`config.mk`:
```
export PLATFORM = sky130hd
export DESIGN_NAME = ddrs_sched
export DESIGN_NICKNAME = d
export VERILOG_FILES = /design/src/ddrs_pkg.sv /design/src/ddrs_fifo.sv /design/src/ddrs_sched.sv
export SDC_FILE = /design/constraint.sdc
export NUM_CORES = 2
export LEC_CHECK = 0
export BUFFER_PORTS_ARGS = -buffer_cell sky130_fd_sc_hd__buf_2
export CORE_ASPECT_RATIO = 1.1
export CORE_MARGIN = 8
export CORE_UTILIZATION = 40
export DETAILED_ROUTE_END_ITERATION = 10
export GPL_ROUTABILITY_DRIVEN = 1
export SLEW_MARGIN = 20
export SYNTH_ARGS = -nofsm -noshare
export SYNTH_HDL_FRONTEND = slang
export SYNTH_HIERARCHICAL = 1
export SYNTH_SLANG_ARGS = --single-unit
```
`constraint.sdc`:
```
create_clock -name i_core_clk -period 44.9 [get_ports i_core_clk]
set_input_delay 8.98 -clock i_core_clk [delete_from_list [all_inputs] [get_ports i_core_clk]]
set_output_delay 8.98 -clock i_core_clk [all_outputs]
set_load 0.01 [all_outputs]
```
`src/ddrs_pkg.sv`:
```
package ddrs_pkg;
    // ==========================================================
    // sizes
    localparam int CQ_DEPTH = 7;
    localparam int WQ_DEPTH = 11;
    localparam int RQ_DEPTH = 17;
    localparam int NUM_MST = 4;
    localparam int NUM_BANK = 8;
    localparam int DATA_W = 64;
    // ==========================================================
    // address map
    localparam int ADDR_USED = 28;
    localparam int COL_LSB = 1;
    localparam int BASE_COL_BITS = 8;
    localparam int BLOCK_LSB = 11;
    localparam int ROW_BITS = 14;
    localparam int ROW_BITS_4B_MAXPG = 13;
    localparam int ROW_BITS_8B_MAXPG = 12;
    localparam logic [1:0] BANKS_1 = 2'h0;
    localparam logic [1:0] BANKS_2 = 2'h1;
    localparam logic [1:0] BANKS_4 = 2'h2;
    localparam logic [1:0] BANKS_8 = 2'h3;
    localparam logic [1:0] PAGE_256 = 2'h0;
    localparam logic [1:0] PAGE_512 = 2'h1;
    localparam logic [1:0] PAGE_1024 = 2'h2;
    localparam logic [1:0] PAGE_2048 = 2'h3;
    localparam logic [1:0] BE_BOTH = 2'h3;
    localparam logic [1:0] BE_HIGH = 2'h2;
    localparam logic [1:0] BE_LOW = 2'h1;
    // ==========================================================
    // refresh urgency
    localparam logic [3:0] REF_MAY_LVL = 4'h0;
    localparam logic [3:0] REF_NEED_LVL = 4'h7;
    localparam logic [3:0] REF_MUST_LVL = 4'hB;
    // ==========================================================
    // types
    typedef enum logic [1:0] {
        DDRS_K_READ = 2'h0,
        DDRS_K_WRITE = 2'h1,
        DDRS_K_REF = 2'h3,
        DDRS_K_SELF = 2'h2
    } ddrs_kind_e;
    typedef enum logic [0:0] {
        DDRS_RUN = 1'h0,
        DDRS_SLEEP = 1'h1
    } ddrs_state_e;
    typedef struct packed {
        logic [31:0] addr;
        logic wr;
        logic [2:0] prio;
        logic [1:0] mst;
        logic half;
        logic to_reg;
    } ddrs_req_s;
    typedef struct packed {
        logic wr;
        logic [2:0] prio;
        logic [1:0] mst;
        logic [16:0] blk;
        logic [13:0] row;
        logic [2:0] bank;
        logic [10:0] col;
        logic [1:0] be;
    } ddrs_ent_s;
    typedef struct packed {
        ddrs_kind_e kind;
        logic [1:0] mst;
        logic [13:0] row;
        logic [2:0] bank;
        logic [10:0] col;
        logic [1:0] be;
        logic need_pre;
        logic need_act;
    } ddrs_issue_s;
endpackage

```
`src/ddrs_fifo.sv`:
```
`timescale 1ns/100ps
module ddrs_fifo #(
    parameter int W = 64,
    parameter int D = 11
) (
    // clock and reset
    input wire logic i_core_clk,
    input wire logic i_arst_n,
    // fill side
    input wire logic i_in_valid,
    input wire logic [W-1:0] i_in_data,
    output logic o_in_ready,
    // drain side
    output logic o_out_valid,
    output logic [W-1:0] o_out_data,
    input wire logic i_out_ready,
    // status
    output logic o_full
);
    localparam int PW = $clog2(D);
    localparam int CW = $clog2(D + 1);
    localparam logic [PW-1:0] LAST = PW'(D - 1);
    localparam logic [CW-1:0] FULL = CW'(D);

    logic [W-1:0] mem_r [D];
    logic [W-1:0] mem_nxt [D];
    logic [PW-1:0] wp_r, wp_nxt, rp_r, rp_nxt;
    logic [CW-1:0] cnt_r, cnt_nxt;
    logic push, pop;

    assign o_full = cnt_r == FULL;
    assign o_in_ready = !o_full;
    assign o_out_valid = cnt_r != '0;
    assign o_out_data = mem_r[rp_r];
    assign push = i_in_valid && o_in_ready;
    assign pop = o_out_valid && i_out_ready;

    // ==========================================================
    // pointers and storage
    always_comb begin
        mem_nxt = mem_r;
        wp_nxt = wp_r;
        rp_nxt = rp_r;
        cnt_nxt = cnt_r;
        if (push) begin
            mem_nxt[wp_r] = i_in_data;
            wp_nxt = (wp_r == LAST) ? '0 : wp_r + 1'b1;
        end
        if (pop) begin
            rp_nxt = (rp_r == LAST) ? '0 : rp_r + 1'b1;
        end
        if (push && !pop) begin
            cnt_nxt = cnt_r + 1'b1;
        end else if (pop && !push) begin
            cnt_nxt = cnt_r - 1'b1;
        end
    end

    always_ff @(posedge i_core_clk or negedge i_arst_n) begin
        if (!i_arst_n) begin
            for (int i = 0; i < D; i++) begin
                mem_r[i] <= '0;
            end
            wp_r <= '0;
            rp_r <= '0;
            cnt_r <= '0;
        end else begin
            mem_r <= mem_nxt;
            wp_r <= wp_nxt;
            rp_r <= rp_nxt;
            cnt_r <= cnt_nxt;
        end
    end
endmodule

```
`src/ddrs_sched.sv`:
```
`timescale 1ns/100ps
// Operation
// - column from bit 1 up (bits 8:1 at page code 0), bank, row above
// - 14 row bits, 13 or 12 at max page with 4 or 8 banks
// - column advances with linear logical address
// - page end continues same row, next bank
// - at most one open page per bank
// - rows stay open after an access completes
// - command 7, write 11, read 17 deep
// - one bus carries commands, data, registers
// - oldest command of each master first
// - read passes write: other block, prio not lower
// - dma read and write ports separate masters
// - one ready command per master
// - prefer open-row reads and open-row writes
// - highest priority wins, oldest breaks ties
// - read first if read fifo has room and the picked write has no higher prio
// - refresh postponed as long as allowed
// - must, read, need, write, may, self-refresh
// - per-master order kept, same-block reads wait
// - bank count codes 0 to 3h
// - page codes 0 to 3h, 8-11 column bits
// - refresh urgency thresholds 0, 7, 11
// - address bit 0 drives byte enables
module ddrs_sched
    import ddrs_pkg::*;
(
    // clock and reset
    input wire logic i_core_clk,
    input wire logic i_arst_n,
    // configuration
    input wire logic [1:0] i_internal_bank_count_sel,
    input wire logic [1:0] i_page_words_sel,
    input wire logic [3:0] i_ref_backlog,
    input wire logic i_sr_req,
    // command port
    input wire logic i_cmd_valid,
    input wire ddrs_pkg::ddrs_req_s i_cmd,
    output logic o_cmd_ready,
    // register access
    output logic o_reg_valid,
    output logic [31:0] o_reg_addr,
    output logic o_reg_wr,
    // write data in
    input wire logic i_wd_valid,
    input wire logic [ddrs_pkg::DATA_W-1:0] i_wd_data,
    output logic o_wd_ready,
    // write data to memory
    output logic o_mem_wd_valid,
    output logic [ddrs_pkg::DATA_W-1:0] o_mem_wd_data,
    input wire logic i_mem_wd_take,
    // read data from memory
    input wire logic i_mem_rd_valid,
    input wire logic [ddrs_pkg::DATA_W-1:0] i_mem_rd_data,
    output logic o_mem_rd_ready,
    // read data out
    output logic o_rd_valid,
    output logic [ddrs_pkg::DATA_W-1:0] o_rd_data,
    input wire logic i_rd_ready,
    // issued command
    output logic o_issue_valid,
    output ddrs_pkg::ddrs_issue_s o_issue,
    input wire logic i_issue_ready
);
    import ddrs_pkg::*;

    ddrs_ent_s cq_r [CQ_DEPTH];
    ddrs_ent_s cq_nxt [CQ_DEPTH];
    logic [2:0] cnt_r, cnt_nxt;
    ddrs_ent_s map_w;
    logic [CQ_DEPTH-1:0] elig_rd, elig_old, hit, cand;
    logic [NUM_MST-1:0] any_rd;
    logic older, okr;
    logic rd_v, wr_v, rd_hit_any, wr_hit_any;
    logic [2:0] rd_i, wr_i, sel_idx;
    logic must, need, may, rd_full, rd_ok;
    logic load, take_mem, push, dec_v;
    ddrs_issue_s dec, iss_r, iss_nxt;
    logic iss_v_r, iss_v_nxt;
    logic [NUM_BANK-1:0] open_v_r, open_v_nxt;
    logic [13:0] open_row_r [NUM_BANK];
    logic [13:0] open_row_nxt [NUM_BANK];
    ddrs_state_e st_r, st_nxt;
    logic reg_v_r, reg_v_nxt, reg_wr_r, reg_wr_nxt;
    logic [31:0] reg_a_r, reg_a_nxt;

    // ==========================================================
    // address map
    function automatic ddrs_ent_s map_req(ddrs_req_s r, logic [1:0] bsel, logic [1:0] psel);
        logic [27:0] a;
        logic [27:0] hw;
        int ncb;
        int nrb;
        ddrs_ent_s e;
        a = r.addr[ADDR_USED-1:0];
        ncb = BASE_COL_BITS + int'(psel);
        nrb = ROW_BITS;
        if (psel == PAGE_2048 && bsel == BANKS_8) begin
            nrb = ROW_BITS_8B_MAXPG;
        end else if (psel == PAGE_2048 && bsel == BANKS_4) begin
            nrb = ROW_BITS_4B_MAXPG;
        end
        hw = a >> COL_LSB;
        e.col = 11'(hw & ((28'h1 << ncb) - 28'h1));
        hw = hw >> ncb;
        e.bank = 3'(hw & ((28'h1 << bsel) - 28'h1));
        hw = hw >> bsel;
        e.row = 14'(hw & ((28'h1 << nrb) - 28'h1));
        e.blk = 17'(a >> BLOCK_LSB);
        e.be = r.half ? BE_BOTH : (a[0] ? BE_HIGH : BE_LOW);
        e.wr = r.wr;
        e.prio = r.prio;
        e.mst = r.mst;
        return e;
    endfunction

    assign map_w = map_req(i_cmd, i_internal_bank_count_sel, i_page_words_sel);

    // ==========================================================
    // data fifos
    ddrs_fifo #(.W(DATA_W), .D(WQ_DEPTH)) u_wq (
        .i_core_clk(i_core_clk),
        .i_arst_n(i_arst_n),
        .i_in_valid(i_wd_valid),
        .i_in_data(i_wd_data),
        .o_in_ready(o_wd_ready),
        .o_out_valid(o_mem_wd_valid),
        .o_out_data(o_mem_wd_data),
        .i_out_ready(i_mem_wd_take),
        .o_full()
    );

    ddrs_fifo #(.W(DATA_W), .D(RQ_DEPTH)) u_rq (
        .i_core_clk(i_core_clk),
        .i_arst_n(i_arst_n),
        .i_in_valid(i_mem_rd_valid),
        .i_in_data(i_mem_rd_data),
        .o_in_ready(o_mem_rd_ready),
        .o_out_valid(o_rd_valid),
        .o_out_data(o_rd_data),
        .i_out_ready(i_rd_ready),
        .o_full(rd_full)
    );

    // ==========================================================
    // per-master ordering
    always_comb begin
        older = 1'b0;
        okr = 1'b1;
        any_rd = '0;
        for (int i = 0; i < CQ_DEPTH; i++) begin
            older = 1'b0;
            okr = 1'b1;
            for (int j = 0; j < i; j++) begin
                if (cq_r[j].mst == cq_r[i].mst) begin
                    older = 1'b1;
                    if (!cq_r[j].wr) begin
                        okr = 1'b0;
                    end else if (cq_r[j].blk == cq_r[i].blk || cq_r[i].prio < cq_r[j].prio) begin
                        okr = 1'b0;
                    end
                end
            end
            elig_old[i] = (3'(i) < cnt_r) && !older;
            elig_rd[i] = (3'(i) < cnt_r) && !cq_r[i].wr && okr;
            hit[i] = open_v_r[cq_r[i].bank] && open_row_r[cq_r[i].bank] == cq_r[i].row;
            if (elig_rd[i]) begin
                any_rd[cq_r[i].mst] = 1'b1;
            end
        end
        for (int i = 0; i < CQ_DEPTH; i++) begin
            cand[i] = elig_rd[i] || (elig_old[i] && !any_rd[cq_r[i].mst]);
        end
    end

    // ==========================================================
    // cross-master pick
    always_comb begin
        rd_hit_any = 1'b0;
        wr_hit_any = 1'b0;
        rd_v = 1'b0;
        wr_v = 1'b0;
        rd_i = '0;
        wr_i = '0;
        for (int i = 0; i < CQ_DEPTH; i++) begin
            if (cand[i] && hit[i] && !cq_r[i].wr) begin
                rd_hit_any = 1'b1;
            end
            if (cand[i] && hit[i] && cq_r[i].wr) begin
                wr_hit_any = 1'b1;
            end
        end
        for (int i = 0; i < CQ_DEPTH; i++) begin
            if (cand[i] && !cq_r[i].wr && (hit[i] || !rd_hit_any)) begin
                if (!rd_v || cq_r[i].prio > cq_r[rd_i].prio) begin
                    rd_v = 1'b1;
                    rd_i = 3'(i);
                end
            end
            if (cand[i] && cq_r[i].wr && (hit[i] || !wr_hit_any)) begin
                if (!wr_v || cq_r[i].prio > cq_r[wr_i].prio) begin
                    wr_v = 1'b1;
                    wr_i = 3'(i);
                end
            end
        end
    end

    // ==========================================================
    // final arbitration
    assign may = i_ref_backlog > REF_MAY_LVL;
    assign need = i_ref_backlog > REF_NEED_LVL;
    assign must = i_ref_backlog > REF_MUST_LVL;
    assign rd_ok = rd_v && !rd_full && !(wr_v && cq_r[wr_i].prio > cq_r[rd_i].prio);
    assign load = !iss_v_r || i_issue_ready;

    always_comb begin
        dec = '0;
        dec_v = 1'b1;
        take_mem = 1'b0;
        sel_idx = '0;
        if (must) begin
            dec.kind = DDRS_K_REF;
        end else if (rd_ok) begin
            dec.kind = DDRS_K_READ;
            take_mem = 1'b1;
            sel_idx = rd_i;
        end else if (need) begin
            dec.kind = DDRS_K_REF;
        end else if (wr_v) begin
            dec.kind = DDRS_K_WRITE;
            take_mem = 1'b1;
            sel_idx = wr_i;
        end else if (may) begin
            dec.kind = DDRS_K_REF;
        end else if (i_sr_req && st_r == DDRS_RUN && cnt_r == '0) begin
            dec.kind = DDRS_K_SELF;
        end else begin
            dec_v = 1'b0;
        end
        if (take_mem) begin
            dec.mst = cq_r[sel_idx].mst;
            dec.row = cq_r[sel_idx].row;
            dec.bank = cq_r[sel_idx].bank;
            dec.col = cq_r[sel_idx].col;
            dec.be = cq_r[sel_idx].be;
            dec.need_pre = open_v_r[dec.bank] && !hit[sel_idx];
            dec.need_act = !hit[sel_idx];
        end
    end

    // ==========================================================
    // command queue, issue, open rows, state
    assign o_cmd_ready = i_cmd.to_reg || cnt_r < 3'(CQ_DEPTH);
    assign push = i_cmd_valid && o_cmd_ready && !i_cmd.to_reg;

    always_comb begin
        cq_nxt = cq_r;
        cnt_nxt = cnt_r;
        iss_v_nxt = iss_v_r;
        iss_nxt = iss_r;
        open_v_nxt = open_v_r;
        open_row_nxt = open_row_r;
        st_nxt = st_r;
        reg_v_nxt = i_cmd_valid && i_cmd.to_reg;
        reg_a_nxt = reg_v_nxt ? i_cmd.addr : reg_a_r;
        reg_wr_nxt = reg_v_nxt ? i_cmd.wr : reg_wr_r;
        if (load) begin
            iss_v_nxt = dec_v;
            iss_nxt = dec;
            if (dec_v && take_mem) begin
                for (int i = 0; i < CQ_DEPTH - 1; i++) begin
                    if (3'(i) >= sel_idx) begin
                        cq_nxt[i] = cq_r[i + 1];
                    end
                end
                cnt_nxt = cnt_r - 3'h1;
                open_v_nxt[dec.bank] = 1'b1;
                open_row_nxt[dec.bank] = dec.row;
            end else if (dec_v) begin
                open_v_nxt = '0;
            end
        end
        if (push) begin
            cq_nxt[cnt_nxt] = map_w;
            cnt_nxt = cnt_nxt + 3'h1;
        end
        case (st_r)
            DDRS_RUN: begin
                if (load && dec_v && dec.kind == DDRS_K_SELF) begin
                    st_nxt = DDRS_SLEEP;
                end
            end
            DDRS_SLEEP: begin
                if (cnt_r != '0 || !i_sr_req) begin
                    st_nxt = DDRS_RUN;
                end
            end
            default: begin
                st_nxt = DDRS_RUN;
            end
        endcase
    end

    always_ff @(posedge i_core_clk or negedge i_arst_n) begin
        if (!i_arst_n) begin
            for (int i = 0; i < CQ_DEPTH; i++) begin
                cq_r[i] <= '0;
            end
            for (int i = 0; i < NUM_BANK; i++) begin
                open_row_r[i] <= '0;
            end
            cnt_r <= '0;
            iss_v_r <= 1'b0;
            iss_r <= '0;
            open_v_r <= '0;
            st_r <= DDRS_RUN;
            reg_v_r <= 1'b0;
            reg_a_r <= '0;
            reg_wr_r <= 1'b0;
        end else begin
            cq_r <= cq_nxt;
            open_row_r <= open_row_nxt;
            cnt_r <= cnt_nxt;
            iss_v_r <= iss_v_nxt;
            iss_r <= iss_nxt;
            open_v_r <= open_v_nxt;
            st_r <= st_nxt;
            reg_v_r <= reg_v_nxt;
            reg_a_r <= reg_a_nxt;
            reg_wr_r <= reg_wr_nxt;
        end
    end

    assign o_issue_valid = iss_v_r;
    assign o_issue = iss_r;
    assign o_reg_valid = reg_v_r;
    assign o_reg_addr = reg_a_r;
    assign o_reg_wr = reg_wr_r;
endmodule

```
# ---- Yosys cells after proc, flatten, opt, wreduce, memory -nomap -nowiden
# Index checks and enable logic that the tools add are counted.
dict set report op_classes {
  n_eq_ne 59
  bitwise_logic 37
  n_mux 331
  n_addsub 14
  magnitude_cmp 105
  shifts 5
  reduce_logical 227
}
# cell n
set ops {}
lappend ops {{binary-select mux 53 bit (select 3 bit)} 13}
lappend ops {{two-way mux 52 bit} 24}
lappend ops {{bitwise mux 1088 bit} 1}
lappend ops {{bitwise mux 704 bit} 1}
lappend ops {{two-way mux 318 bit} 2}
lappend ops {{two-way mux 64 bit} 6}
lappend ops {{bitwise mux 371 bit} 1}
lappend ops {{two-way mux 371 bit} 1}
lappend ops {{two-way mux 53 bit} 7}
lappend ops {{== test 17 bit} 21}
lappend ops {{binary-select mux 64 bit (select 5 bit)} 1}
lappend ops {{demux 64 bit (select 5 bit)} 1}
lappend ops {{binary-select mux 14 bit (select 3 bit)} 7}
lappend ops {{binary-select mux 64 bit (select 4 bit)} 1}
lappend ops {{demux 64 bit (select 4 bit)} 1}
lappend ops {{two-way mux 14 bit} 15}
lappend ops {{two-way mux 1 bit} 164}
lappend ops {{demux 53 bit (select 3 bit)} 1}
lappend ops {{logical AND 1 bit} 116}
lappend ops {{bitwise mux 112 bit} 1}
lappend ops {{== test 14 bit} 7}
lappend ops {{two-way mux 49 bit} 2}
lappend ops {{greater-or-equal comparator 4 bit (second input constant)} 22}
lappend ops {{inverter 3 -> 4 bit} 22}
lappend ops {{68 further kinds} 340}
dict set report totals {
  inputBits 185
  wordCells 891
  regBits 2385
}

# ---- Logic depth before layout (Yosys ltp)
dict set report logic_depth {
  ltp_word 108
  ltp_mapped 90
}

# ---- Hierarchy
# Netlist, hierarchy kept.
# mod instances area_per_inst_um2 cells_per_inst
set by_module_without_submodules {}
lappend by_module_without_submodules {{ddrs_fifo at u_rq} 1 50450.9 3440}
lappend by_module_without_submodules {ddrs_sched 1 44471.4 4592}
lappend by_module_without_submodules {{ddrs_fifo at u_wq} 1 32867.8 2223}

# ---- Least setup slack after synthesis
# No wires, ideal clock.
dict set report synth_timing {
  path_type {input -> output}
  start {in i_cmd[0] (netlist name)}
  end {out o_cmd_ready}
  cell_stages 1
  required_ps 35920
  path_slack_ps 26634
  arrival_ps 9286
  cell_sequence {or2_2}
}
dict set report synth_via {
  elab_chain_len 1
}
# item line_no
set synth_lines {}
lappend synth_lines {{start: declaration} ddrs_sched.sv:38} ;# input wire ddrs_pkg::ddrs_req_s i_cmd,
lappend synth_lines {{logical OR 1 bit} ddrs_sched.sv:254} ;# assign o_cmd_ready = i_cmd.to_reg || cnt_r < 3'(CQ_DEPTH);
lappend synth_lines {{end: declaration} ddrs_sched.sv:39} ;# output logic o_cmd_ready,
# Every way passes these cells.

# ---- Worst setup path in the final report
dict set report layout_timing {
  start {reg cq_r[173] (netlist name)}
  end {reg cq_r[6] (netlist name)}
}
dict set report layout_via {
  elab_chain_len 79
  word_cells_on_any_way 204
  cone_classes {order compare: 13; eq/ne: 1; mux: 112; bitwise: 14; reduce/logical: 64}
}
# item line_no
set layout_lines {}
lappend layout_lines {{start: declaration} ddrs_sched.sv:67} ;# ddrs_ent_s cq_r [CQ_DEPTH];
lappend layout_lines {{start signal: assignment} ddrs_sched.sv:322} ;# cq_r <= cq_nxt;
lappend layout_lines {{inverter 3 -> 4 bit (implied by the code)} ddrs_sched.sv:166} ;# hit[i] = open_v_r[cq_r[i].bank] && open_row_r[cq_r[i].bank] == cq_r[i].row;
lappend layout_lines {{binary-select mux 14 bit (select 3 bit)} ddrs_sched.sv:166}
lappend layout_lines {{two-way mux 14 bit (implied by the code) (2 in series)} ddrs_sched.sv:166}
lappend layout_lines {{== test 14 bit} ddrs_sched.sv:166}
lappend layout_lines {{logical AND 1 bit (*)} ddrs_sched.sv:166}
lappend layout_lines {{logical AND 1 bit} {ddrs_sched.sv:186, ddrs_sched.sv:189}}
lappend layout_lines {{logical AND 1 bit (on tied branches)} {ddrs_sched.sv:189, ddrs_sched.sv:186}}
lappend layout_lines {{two-way mux 1 bit (on tied branches) (4 in series)} {ddrs_sched.sv:189, ddrs_sched.sv:186}}
lappend layout_lines {{[... 59 more ...]} --}
lappend layout_lines {{two-way mux 3 bit (*)} ddrs_sched.sv:271} ;# if (dec_v && take_mem) begin
lappend layout_lines {{two-way mux 3 bit (*)} ddrs_sched.sv:268} ;# if (load) begin
lappend layout_lines {{inverter 3 -> 4 bit (implied by the code) (*)} ddrs_sched.sv:285} ;# cq_nxt[cnt_nxt] = map_w;
lappend layout_lines {{greater-or-equal comparator 4 bit (implied by the code) / < comparator 4 x 1 -> 1 bit (equally long branches)} ddrs_sched.sv:285}
lappend layout_lines {{logical AND 1 bit (implied by the code)} ddrs_sched.sv:285}
lappend layout_lines {{two-way mux 53 bit (implied by the code)} ddrs_sched.sv:285}
lappend layout_lines {{demux 53 bit (select 3 bit) (*)} ddrs_sched.sv:285}
lappend layout_lines {{bitwise mux 371 bit (*)} ddrs_sched.sv:285}
# Every way passes the cells marked *; elsewhere a longest branch is shown, timed or not. The select of a mux whose other input is x is not followed.
# A chain may end at the register's enable or synchronous reset.

==> impl_metrics.json <==
{
  "grt_usage": 0.242,
  "num_vias": 87200,
  "clk_latency_ns": 0.90,
  "synth.avg_cell_area_um2": 12.5,
  "status": "finished clean",
  "yosysTopAreaCell": "dfrtp_1",
  "gr-total-overflow": 0,
  "fp.coreArea_um2": 318000,
  "synth_compound_area_frac": 0.0765,
  "syn_inst": 10300,
  "h-tree-depth": 5,
  "ant_nets": 0,
  "cp-end-kind": "flip-flop",
  "ys_ff_latch": 2385,
  "crit_type": "flip-flop to flip-flop",
  "drtIter0Drc": 6848,
  "start_util": 0.402,
  "finalWirelength_um": 422000,
  "final_nets": 10400,
  "dpl.cell_count": 14000,
  "seqCellArea_um2": 59700,
  "max_cap_violations": 0,
  "yosys_warnings": 6,
  "ys_types": 112,
  "drv_slew": 0,
  "synth_seq_area_share": 0.467,
  "grtUsageMet2": 0.400,
  "fin_crit_ns": 20.43,
  "critPathRequiredTime_ns": 45.63,
  "critPathMostFrequentCell": "o21ai_0",
  "skew_ns": 0.0624,
  "critPathSlowestCell": "dfrtp_1",
  "wl_per_cell_um": 29.0,
  "cpPeakStageDelay_ns": 1.04,
  "fin_tns_setup_ns": 0,
  "synthSimpleGateAreaFrac": 0.0572,
  "synth_xor_area_frac": 0.0350,
  "cts-root-buf": "clkbuf_16",
  "synth_top_area_share": 0.467,
  "drive_above_1_share": 0.347,
  "dp_hpwl_um": 263000,
  "busiest_layer": "met2",
  "synth_top_family_by_area": "multiplexers",
  "setup_violations": 0,
  "fin_area_um2": 141000,
  "rsz0062_at_grt": "no",
  "synth_nets": 10500,
  "ios": 389,
  "hold_violations": 0,
  "startpoint_type": "flip-flop",
  "dpl_cell_area_um2": 132000,
  "dr.pass1.iters": 6,
  "post_cts_buffers": 0,
  "clkTransAtPathRegs_ns": 0.06,
  "cts_made_buffers": 274,
  "yosys.area_share.adder": 0.00942,
  "cts_tree": "done",
  "die_w_um": 555,
  "route.detailed.drc": 0,
  "cts.path.max_buffers": 4,
  "final_cell_count_no_fill": 14500,
  "synth_ff_type": "dfrtp_1",
  "grt_use_met3": 0.0393,
  "mappedNetlistArea_um2": 128000,
  "clkSinkCount": 2385,
  "synth_edf_count": 0,
  "place.gp.congestion": 1.02,
  "dieArea_um2": 338000,
  "fill_cells": 28900,
  "grt_use_met1": 0.316,
  "num_rows": 217,
  "worstPathArrival_ns": 21.16,
  "finish.utilization": 0.444,
  "worstMarginPinSlew_ns": 1.24,
  "port_buffers": 388,
  "path_max_fanout": 38,
  "grt_pass1_wl_um": 623000,
  "area_growth_pct": 10.5,
  "first_global_vias": 90600,
  "multi_input_area_um2": 63300,
  "antenna_found_initial": 68,
  "synthArstFlopShare": 1.00,
  "holdCritPathClass": "flip-flop to flip-flop",
  "finalCritPeriodShare": 0.455,
  "relSlewSlack": 0.171,
  "die_y_um": 609,
  "synthMuxAreaShare": 0.314,
  "ctsHoldBuffers": 0,
  "cts_resized": 0,
  "fmax_ghz": 0.0490,
  "vias_per_cell": 6.00,
  "synthTopCellsByArea": "dfrtp_1 47%, mux2_2 19%, mux2i_1 5.2%, mux4_2 5.2%, xor2_1 2.0%",
  "grt_max_degree": 193
}
-- per-layer routing --
layer	wire length [µm]	share of wire	vias up
met5	237	0.00056	-
met4	19000	0.045	38
met3	24600	0.058	882
met2	202000	0.48	2903
met1	176000	0.42	45900
li1	-	-	37500
-- worst max-delay path: cells and delay by family, from the launching register on --
kind	cells	cell delay (ns)
xor gates and xnor gates	1	0.38
DFF	1	1.04
muxes	5	1.81
and+or+nand+nor	18	4.23
buffers and inverters	8	2.60
adders and majority gates	6	1.78
AOI/OAI and AO/OA	34	8.30
-- placed cells by master (no fill, tap or decap), types with 34 or more instances in the layout --
| cell type | n |
|---|---|
| nor3_1 | 107 |
| nor4_1 | 68 |
| ha_1 | 93 |
| mux4_2 | 294 |
| dfrtp_1 | 2371 |
| mux2i_1 | 669 |
| clkbuf_8 | 61 |
| nor2_1 | 287 |
| o31ai_1 | 72 |
| clkbuf_16 | 287 |
| inv_1 | 86 |
| nand3_1 | 75 |
| xor2_1 | 291 |
| xnor2_1 | 220 |
| a211oi_1 | 122 |
| o211ai_1 | 37 |
| a22oi_1 | 86 |
| nand2_1 | 422 |
| buf_2 | 388 |
| o21ai_0 | 328 |
| a221oi_1 | 102 |
| nand2b_1 | 34 |
| buf_4 | 155 |
| nor2b_1 | 174 |
| nand4_1 | 61 |
| a21oi_1 | 268 |
| a221o_1 | 81 |
| mux2_1 | 202 |
| clkbuf_1 | 63 |
| mux2_2 | 2171 |
| o22ai_1 | 150 |
-- registers in the layout, indices dropped and copies added, names as in the netlist --
signal and cells:
u_wq/mem_r 704, o_reg_valid 1, o_issue_valid 1, open_row_r 112, u_wq/cnt_r 4, u_rq/cnt_r 5
o_issue 36, u_wq/rp_r 4, o_reg_addr 32, u_wq/wp_r 4, open_v_r 8, cq_r 371
st_r 1, u_rq/wp_r 5, o_reg_wr 1, u_rq/rp_r 5, cnt_r 3, u_rq/mem_r 1088
-- kinds of logic (layout without fill, tap and decap cells) --
family | Yosys count | in the layout
flip-flops | 2385 | 2385
adder cells (fa/ha/maj) | 95 | 95
AO/OA/AOI/OAI | 1451 | 1451
AND/OR/NAND/NOR | 1418 | 1418
multiplexers | 3345 | 3345
XOR/XNOR | 511 | 511
other | 0 | 29
buffers and inverters | 1050 | 1126
-- layout make-up --
cell class | count | area share
well taps | 4161 | 0.0369
inverters | 91 | 0.00242
clock inverters | 70 | 0.00666
diodes | 29 | 0.000514
flip-flops and latches | 2385 | 0.423
repair buffers | 554 | 0.0235
clock buffers | 411 | 0.0585
multi-input cells | 6820 | 0.449
-- worst paths after layout --
path / cells past startpoint / endpoint / from / slack (ns)
setup reg to reg: 72 / cq_r[6] / cq_r[173] / 24.47
hold / removal: 2 / o_issue[35] / o_issue[35] / 0.47
max in group asynchronous: 8 / u_rq/mem_r[304] / i_arst_n / 29.92
setup / recovery: 72 / cq_r[6] / cq_r[173] / 24.47
hold reg to reg: 2 / o_issue[35] / o_issue[35] / 0.47
min in group asynchronous: 1 / open_row_r[42] / i_arst_n / 8.13
-- cells in the mapped netlist (all sizes together), types with 61 or more instances --
cell type and instances:
o31ai 72, mux4 294, mux2 2382, nand4 61, ha 93, mux2i 669, nor3 110, buf 460
nor2 293, xnor2 220, o21ai 336, nor4 74, a21oi 269, a22oi 86, nand3 101, o22ai 150
xor2 291, a221o 81, clkbuf 499, nand2 429, a211oi 127, dfrtp 2385, nor2b 178, a221oi 104
inv 90
-- stage by stage --
step	setup slack (ns)	hold WS [ns]
6_report	24.47	0.467
5_1_grt	23.23	0.493
4_1_cts	24.64	0.475
3_5_place_dp	24.66	0.460
3_3_place_gp	23.69	0.458
2_1_floorplan	26.63	0.456
Power is left out: the tool's default activity adds up to more than one toggle a clock period on the data nets, which glitch-free logic cannot reach.
